[src/design/wdcc_pkg.sv]
// Purpose: Shared constants and types for the watchdog clear control
// Assumes: Mode field is the two-bit configured watchdog mode
// Notes:   System clock source codes are local to this block
`default_nettype none
package wdcc_pkg;

    // ----------------------------------------
    // Mode field decode
    // ----------------------------------------
    typedef enum logic [1:0] {
        WDCC_MODE_OFF    = 2'b00,
        WDCC_MODE_SW     = 2'b01,
        WDCC_MODE_AWAKE  = 2'b10,
        WDCC_MODE_ALWAYS = 2'b11
    } wdcc_mode_e;

    // ----------------------------------------
    // System clock source in use
    // ----------------------------------------
    typedef enum logic [2:0] {
        WDCC_CLK_INTERNAL   = 3'b000,
        WDCC_CLK_SECONDARY  = 3'b001,
        WDCC_CLK_EXT_RC     = 3'b010,
        WDCC_CLK_EXT_INPUT  = 3'b011,
        WDCC_CLK_XTAL_LP    = 3'b100,
        WDCC_CLK_XTAL_MED   = 3'b101,
        WDCC_CLK_XTAL_HS    = 3'b110
    } wdcc_clk_e;

    // Wake-phase states
    typedef enum logic [1:0] {
        WDCC_ST_AWAKE   = 2'b00,
        WDCC_ST_SLEEP   = 2'b01,
        WDCC_ST_OSTWAIT = 2'b10
    } wdcc_state_e;

    // Control inputs that travel together
    typedef struct packed {
        wdcc_mode_e watchdogModeCfg;
        logic       softwareWatchdogEnable;
        wdcc_clk_e  sysClkSel;
    } wdcc_cfg_s;

    // Status flag pair driven on a sleep-time time-out
    typedef struct packed {
        logic timeoutFlag;
        logic powerdownFlag;
    } wdcc_flags_s;

    localparam int unsigned WDCC_CNT_W_DEF = 18;
    localparam logic [17:0] WDCC_TERM_DEF  = 18'h0_FFFF;
    localparam logic        WDCC_FLAG_RST  = 1'b1;

endpackage
`default_nettype wire

[src/design/wdcc_core.sv]
// Contract
// [RQ1] Counter held clear when mode is off, or software mode with enable low.
// [RQ2] Awake-only mode: sleep entry clears counter and keeps it stopped in sleep.
// [RQ3] Wake with non-crystal clock clears counter once, then counting resumes.
// [RQ4] Wake with crystal clock holds counter clear until start-up timer done.
// [RQ5] Internal oscillator divider change leaves counter untouched.
// [RQ6] Clear instruction zeroes the counter, restarting the full interval.
// [RQ7] Mode 11 always on, 10 awake only, 01 software enable, 00 off.
// [RQ8] Time-out in sleep wakes device, no reset, and updates status flags.
// [RQ9] Oscillator-failure indication clears the counter.
//
// Purpose: Watchdog counter with its clear, hold and time-out control
// Assumes: lfTick is a one-cycle enable at the low-frequency oscillator rate
// Notes:   Sleep entry always clears; counting in sleep only in always-on or
//          enabled software mode
`timescale 1ns/1ps
`default_nettype none
module wdcc_core
    import wdcc_pkg::*;
#(
    parameter int unsigned       CNT_W = WDCC_CNT_W_DEF,
    parameter logic [CNT_W-1:0]  TERM  = WDCC_TERM_DEF[CNT_W-1:0]
) (
    input  wire logic             core_clk,
    input  wire logic             reset,
    input  wire logic             lfTick,
    input  wire wdcc_cfg_s        cfg,
    input  wire logic             sleepEnter,
    input  wire logic             sleepExit,
    input  wire logic             oscFail,
    input  wire logic             watchdogClearInstr,
    input  wire logic             oscStartupTimerDone,
    input  wire logic [3:0]       internalOscDividerSel,
    input  wire logic             flagClear,
    output logic [CNT_W-1:0]      watchdogCounter,
    output logic                  watchdogActive,
    output logic                  timeoutReset,
    output logic                  timeoutWake,
    output wdcc_flags_s           flags
);

    // ----------------------------------------
    // Mode decode
    // ----------------------------------------
    // Flag values for idle and for a sleep-time time-out
    localparam wdcc_flags_s FLAGS_IDLE = '{timeoutFlag:   WDCC_FLAG_RST,
                                           powerdownFlag: WDCC_FLAG_RST};
    localparam wdcc_flags_s FLAGS_WAKE = '{timeoutFlag:   1'b0,
                                           powerdownFlag: 1'b0};

    wdcc_state_e state;
    wdcc_state_e next_state;

    wire logic modeOff;
    wire logic modeSw;
    wire logic modeAwakeOnly;
    wire logic modeAlways;
    wire logic swOn;
    wire logic awakeEnable;
    wire logic sleepEnable;

    assign modeOff       = (cfg.watchdogModeCfg == WDCC_MODE_OFF);               // RQ7
    assign modeSw        = (cfg.watchdogModeCfg == WDCC_MODE_SW);                // RQ7
    assign modeAwakeOnly = (cfg.watchdogModeCfg == WDCC_MODE_AWAKE);             // RQ7
    assign modeAlways    = (cfg.watchdogModeCfg == WDCC_MODE_ALWAYS);            // RQ7
    assign swOn          = modeSw && cfg.softwareWatchdogEnable && !modeOff;     // RQ7
    // Software mode behaves the same awake and asleep
    assign awakeEnable   = modeAlways || modeAwakeOnly || swOn;                  // RQ1 RQ7
    assign sleepEnable   = modeAlways || swOn;                                   // RQ2 RQ7

    // ----------------------------------------
    // Device phase
    // ----------------------------------------
    wire logic inAwake;
    wire logic inSleep;
    wire logic inStartupHold;
    wire logic enabledNow;
    wire logic crystalClk;

    assign inAwake       = (state == WDCC_ST_AWAKE);
    assign inSleep       = (state == WDCC_ST_SLEEP);
    assign inStartupHold = (state == WDCC_ST_OSTWAIT);
    // The start-up hold counts as awake; its own clear term keeps the counter at zero
    assign enabledNow    = inSleep ? sleepEnable : awakeEnable;
    assign crystalClk    = (cfg.sysClkSel == WDCC_CLK_XTAL_LP)
                           || (cfg.sysClkSel == WDCC_CLK_XTAL_MED)
                           || (cfg.sysClkSel == WDCC_CLK_XTAL_HS);               // RQ4

    // ----------------------------------------
    // Divider selection
    // ----------------------------------------
    // Divider changes reach no clear or count term, so the counter runs on
    wire logic dividerUnused;

    assign dividerUnused = ^internalOscDividerSel;                               // RQ5

    // ----------------------------------------
    // Count enable and terminal count
    // ----------------------------------------
    wire logic countTick;
    wire logic atTerm;
    wire logic wakeByTimeout;
    wire logic awakeTimeout;

    assign countTick     = enabledNow && lfTick;
    assign atTerm        = countTick && (watchdogCounter == TERM);
    // A time-out in sleep wakes the device instead of resetting it
    assign wakeByTimeout = inSleep && atTerm;                                    // RQ8
    assign awakeTimeout  = atTerm && !inSleep;                                   // RQ8

    // ----------------------------------------
    // Sleep entry and exit
    // ----------------------------------------
    wire logic takeSleep;
    wire logic takeWake;

    // Sleep requests count only while awake, wake requests only while asleep
    assign takeSleep     = inAwake && sleepEnter;
    assign takeWake      = inSleep && (sleepExit || wakeByTimeout);

    // ----------------------------------------
    // Sleep and start-up sequencing
    // ----------------------------------------
    always_comb begin
        next_state = state;
        case (state)
            WDCC_ST_AWAKE: begin
                if (takeSleep) begin
                    next_state = WDCC_ST_SLEEP;
                end
            end
            WDCC_ST_SLEEP: begin
                if (takeWake) begin
                    next_state = crystalClk ? WDCC_ST_OSTWAIT : WDCC_ST_AWAKE; // RQ3 RQ4
                end
            end
            WDCC_ST_OSTWAIT: begin
                if (oscStartupTimerDone) begin
                    next_state = WDCC_ST_AWAKE;
                end
            end
            default: begin
                next_state = WDCC_ST_AWAKE;
            end
        endcase
    end

    // ----------------------------------------
    // Clear sources, each one a named term
    // ----------------------------------------
    wire logic clrDisabled;
    wire logic clrSleepEntry;
    wire logic clrSleepHeld;
    wire logic clrWake;
    wire logic clrStartup;
    wire logic clrInstr;
    wire logic clrOscFail;
    wire logic clrWrap;
    wire logic clearNow;

    assign clrDisabled   = !awakeEnable && !inSleep;                             // RQ1
    assign clrSleepEntry = takeSleep;                                            // RQ2
    assign clrSleepHeld  = inSleep && !sleepEnable;                              // RQ2
    assign clrWake       = takeWake;                                             // RQ3
    // Held for the whole start-up wait, not once, so a slow crystal stays safe
    assign clrStartup    = inStartupHold;                                        // RQ4
    assign clrInstr      = watchdogClearInstr;                                   // RQ6
    assign clrOscFail    = oscFail;                                              // RQ9
    // The counter wraps to zero on the time-out it reports
    assign clrWrap       = atTerm;
    assign clearNow      = clrDisabled || clrSleepEntry || clrSleepHeld || clrWake
                           || clrStartup || clrInstr || clrOscFail || clrWrap
                           || (dividerUnused && 1'b0);

    // ----------------------------------------
    // Next values
    // ----------------------------------------
    wire logic [CNT_W-1:0] next_count;
    wire logic             next_active;
    wire wdcc_flags_s      next_flags;

    // Clear sources win over the count
    assign next_count  = clearNow  ? '0
                       : countTick ? watchdogCounter + 1'b1
                       : watchdogCounter;
    assign next_active = enabledNow && !clearNow;
    // The sleep time-out wins over a flag clear in the same cycle
    assign next_flags  = wakeByTimeout ? FLAGS_WAKE                              // RQ8
                       : flagClear     ? FLAGS_IDLE
                       : flags;

    // ----------------------------------------
    // Registers
    // ----------------------------------------
    always_ff @(posedge core_clk) begin
        if (reset) begin
            state <= WDCC_ST_AWAKE;
        end else begin
            state <= next_state;
        end
    end

    always_ff @(posedge core_clk) begin
        if (reset) begin
            watchdogCounter <= '0;
        end else begin
            watchdogCounter <= next_count;                                       // RQ6 RQ9
        end
    end

    always_ff @(posedge core_clk) begin
        if (reset) begin
            watchdogActive <= 1'b0;
        end else begin
            watchdogActive <= next_active;
        end
    end

    // Time-out pulses stand for one cycle
    always_ff @(posedge core_clk) begin
        if (reset) begin
            timeoutReset <= 1'b0;
            timeoutWake  <= 1'b0;
        end else begin
            timeoutReset <= awakeTimeout;
            timeoutWake  <= wakeByTimeout;                                       // RQ8
        end
    end

    always_ff @(posedge core_clk) begin
        if (reset) begin
            flags <= FLAGS_IDLE;
        end else begin
            flags <= next_flags;                                                 // RQ8
        end
    end

endmodule
`default_nettype wire

[config.mk]
export PLATFORM = sky130hd
export DESIGN_NAME = wdcc_core
export DESIGN_NICKNAME = d
export VERILOG_FILES = /design/src/design/wdcc_pkg.sv /design/src/design/wdcc_core.sv
export SDC_FILE = /design/constraint.sdc
export NUM_CORES = 1
export LEC_CHECK = 0
export ABC_CLOCK_PERIOD_IN_PS = 2800
export BUFFER_PORTS_ARGS = -buffer_cell sky130_fd_sc_hd__buf_2
export CORE_ASPECT_RATIO = 2
export CORE_MARGIN = 4
export CORE_UTILIZATION = 40
export CTS_CLUSTER_SIZE = 24
export DETAILED_ROUTE_END_ITERATION = 10
export GPL_ROUTABILITY_DRIVEN = 0
export GPL_TIMING_DRIVEN = 1
export PLACE_DENSITY_LB_ADDON = 0.08
export SYNTH_ARGS = -nofsm -noshare
export SYNTH_HDL_FRONTEND = slang
export SYNTH_SLANG_ARGS = --single-unit
export TNS_END_PERCENT = 5
[constraint.sdc]
create_clock -name core_clk -period 2.8 [get_ports core_clk]
set_input_delay 0 -clock core_clk [delete_from_list [all_inputs] [get_ports core_clk]]
set_output_delay 0 -clock core_clk [all_outputs]
set_load 0.02 [all_outputs]
==> flow_metrics.tcl <==
set metrics [dict create \
    totalWireLength_um 2690 \
    clock-skew-final_ns 0.00226 \
    cts-root-buf "clkbuf_8" \
    die_h_um 83.5 \
    yosysTopAreaCellShare_pct 42.2 \
    p_sw_w 0.000137 \
    grt-ovfl-total 0 \
    clk_pin_slew_worst_paths_ns 0.08 \
    fin_crit_ns 2.03 \
    async_flop_share_pct 0 \
    cts_tree "done" \
    fmax_mhz 491 \
    syn_avg_cell_area_um2 8.84 \
    synth_compound_area_share_pct 6.48 \
    area_growth_pct 25.9 \
    coreArea_um2 2740 \
    cpMostUsedCell "and3_1" \
    drt-pass1-iter-count 4 \
    drtIter0Drc 25 \
    via_per_inst 5.29 \
    setup_violations 0 \
    cp-end-kind "flop" \
    antenna_found_initial 0 \
    synth_xor_area_share_pct 12.3 \
    critPathKind "reg -> reg" \
    route.vias.total 1048 \
    fin_nets 190 \
    synth_top_family_by_area "simple AND/OR/NAND/NOR gates" \
    synthMuxAreaShare_pct 0.878 \
    ir_drop_mv 0.291 \
    p_leak_nw 0.600 \
    clk_latency_ns 0.26 \
    yosysMostFrequentCell "dfxtp_1" \
    ys_seq_area_share_pct 42.2 \
    synthTopCellsByArea "dfxtp_1 (42%), nor2_1 (6.6%), xnor2_1 (6.1%)" \
    hold_viol_final 0 \
    ctsHtreeMaxLevel 1 \
    period_share_pct 72.7 \
    ys_types 32 \
    cts_buffers 3 \
    clock-sinks 24 \
    clk_path_buf_depth 2 \
    synth_common_cells "dfxtp_1 (24), nor2_1 (20)" \
    p_sw_share_pct 19.9 \
    arrival_ns 2.19 \
    seq_power_share_pct 50.1 \
    crit_required_ns 2.95 \
    synth_area_leader_cell "dfxtp_1" \
    syn_area_um2 1140 \
    track_usage_pct 15.3 \
    final_area_um2 1440 \
    crit_chain "ha_1, and3_1, and3_1, nand4_1, nand2b_2, nor2_1" \
    hp-class "in -> reg" \
    regToRegSetupSlack_ns 0.77 \
    maxSlewViolCount 0 \
    p_int_w 0.000553 \
    synth_nets 149 \
    comb_power_share_pct 6.4 \
    ys_ff_latch 24 \
    synth_adder_area_share_pct 1.10 \
    fin_setup_tns_ns 0 \
    n_fill_cell 275 \
    grt_max_degree 16 \
    dp.final_hpwl_um 2120 \
    dieArea_um2 3820 \
    maxCapViolCount 0 \
    wl_per_cell_um 13.6 \
    grt_setup_unrepaired "no" \
    grt_pass1_wl_um 4510 \
    start_util_pct 41.7 \
    synth_top_flop_cell "dfxtp_1" \
    port_buffers 37 \
    drive_above_1_share_pct 28.4 \
    power_frac_clock_pct 43.5 \
    die_x_um 45.7 \
    pin_count 42 \
    rows 27 \
    run_status "finished, final reports clean" \
    worst_pin_slew_ns 0.458 \
    slowest_delay_ns 0.42 \
    synth_edf_count 0 \
    startpoint_type "flop" \
    diodes 0 \
    p_per_area_nw_per_um2 481 \
    drc_errors 0 \
    cp_slowest_cell "dfxtp_1" \
    netlist_instances 129 \
    cp_max_fo 15 \
    max-slew-margin-rel_pct 69.3 \
    ant_nets 0 \
    post_dp_cell_area_um2 1340 \
    grt_pass1_vias 1067 \
    yosys.area_share.simple_pct 33.9 \
    ys_warn_count 0 \
]
placed cells by master, fill, tap and decap left out:
| master | n |
|---|---|
| buf_2 | 37 |
| dfxtp_1 | 24 |
| nor2_1 | 20 |
| nor3_1 | 8 |
| nand3_1 | 8 |
| xnor2_1 | 8 |
| xor2_1 | 8 |
| nand4_1 | 7 |
| nor2b_1 | 4 |
| a21oi_1 | 4 |
| and3_1 | 4 |
| nor4_1 | 3 |
| o21ai_1 | 3 |
| nand2_1 | 3 |
| clkbuf_8 | 3 |
| inv_1 | 2 |
| nand2b_1 | 2 |
| nand3b_1 | 2 |
| nor3b_1 | 2 |
| dlygate4sd3_1 | 2 |
| o21a_1 | 1 |
| nand4_2 | 1 |
| nand2b_2 | 1 |
| a21boi_2 | 1 |
| and4_1 | 1 |
| a211oi_1 | 1 |
| or3_4 | 1 |
| nor4b_4 | 1 |
| inv_2 | 1 |
| o22ai_1 | 1 |
| a31oi_1 | 1 |
| mux2i_1 | 1 |
| ha_1 | 1 |
| bufinv_16 | 1 |
| buf_4 | 1 |
sequential cells by signal (all words and copies together), names as in the netlist:
signal / flops
watchdogCounter: 18
state: 2
flags: 1
timeoutReset: 1
timeoutWake: 1
watchdogActive: 1
logic make-up after synthesis:
kind of cell,count (synthesis)
mux,1
simple gates,68
buf+inv,7
flops,24
compound gates,12
xor+xnor,16
fa+ha+maj,1
power by group through the flow:
stage	clock [W]	combinational, W	sequential [W]
2_1_floorplan	0	0.0000221	0.000354
3_3_place_gp	0	0.0000415	0.000354
3_5_place_dp	0	0.0000421	0.000354
4_1_cts	0.000314	0.0000445	0.000346
5_1_grt	0.000324	0.0000491	0.000347
6_report	0.000301	0.0000440	0.000346
per-layer routing:
metal  vias to the layer above  share of wire [%]  global-route usage (%)
met5                         -                  0                       0
met4                         0                1.3                    6.22
met3                         4                6.1                    2.16
met2                        28                 56                    28.8
met1                       484                 37                    15.2
li1                        532                  -                       -
final cells by class:
cell class / count / area [um^2] / share of cell area [%]
timing repair buffer: 40 / 213 / 14.8
clock inverter: 1 / 30.0 / 2.09
sequential: 24 / 480 / 33.5
inverter: 3 / 11.3 / 0.785
clock buffer: 3 / 41.3 / 2.88
tap: 29 / 36.3 / 2.53
multi-input combinational: 98 / 623 / 43.4
worst max-delay path, delay by kind of cell (launching register included):
family	cells	cell delay, ns
and+or+nand+nor	5	1.29
adders and majority gates	1	0.21
DFF	1	0.42
stage by stage:
| step | power, W | std cells | hold slack [ns] | setup slack (ns) | utilization [%] |
|---|---|---|---|---|---|
| after floorplan | 0.000376 | 129 | 0.0728 | 0.967 | - |
| after global placement | 0.000396 | 192 | 0.230 | 0.794 | 49.1 |
| after detailed placement | 0.000396 | 192 | 0.238 | 0.744 | 49.1 |
| after CTS | 0.000704 | 198 | 0.0351 | 0.727 | 52.4 |
| after global routing | 0.000720 | 198 | 0.0682 | 0.567 | 52.4 |
| final | 0.000691 | 198 | 0.0409 | 0.765 | 52.4 |
worst paths after layout:
check,endpoint,depth (start not counted),start
worst max-delay path,watchdogCounter[11]$_SDFFE_PP0P_,6,watchdogCounter[0]$_SDFFE_PP0P_
worst min-delay path,state[1]$_SDFFE_PP0P_,3,cfg[2]
worst max register to register,watchdogCounter[11]$_SDFFE_PP0P_,6,watchdogCounter[0]$_SDFFE_PP0P_
worst min register to register,watchdogCounter[1]$_SDFFE_PP0P_,2,watchdogCounter[1]$_SDFFE_PP0P_
what timing repair did:
action	CTS	global route
setup buffers	0	0
hold buffers	2	0
endpoints found under the hold margin	5	0
gates resized for setup	0	0
Note: power is estimated with default switching activity, not from simulation.
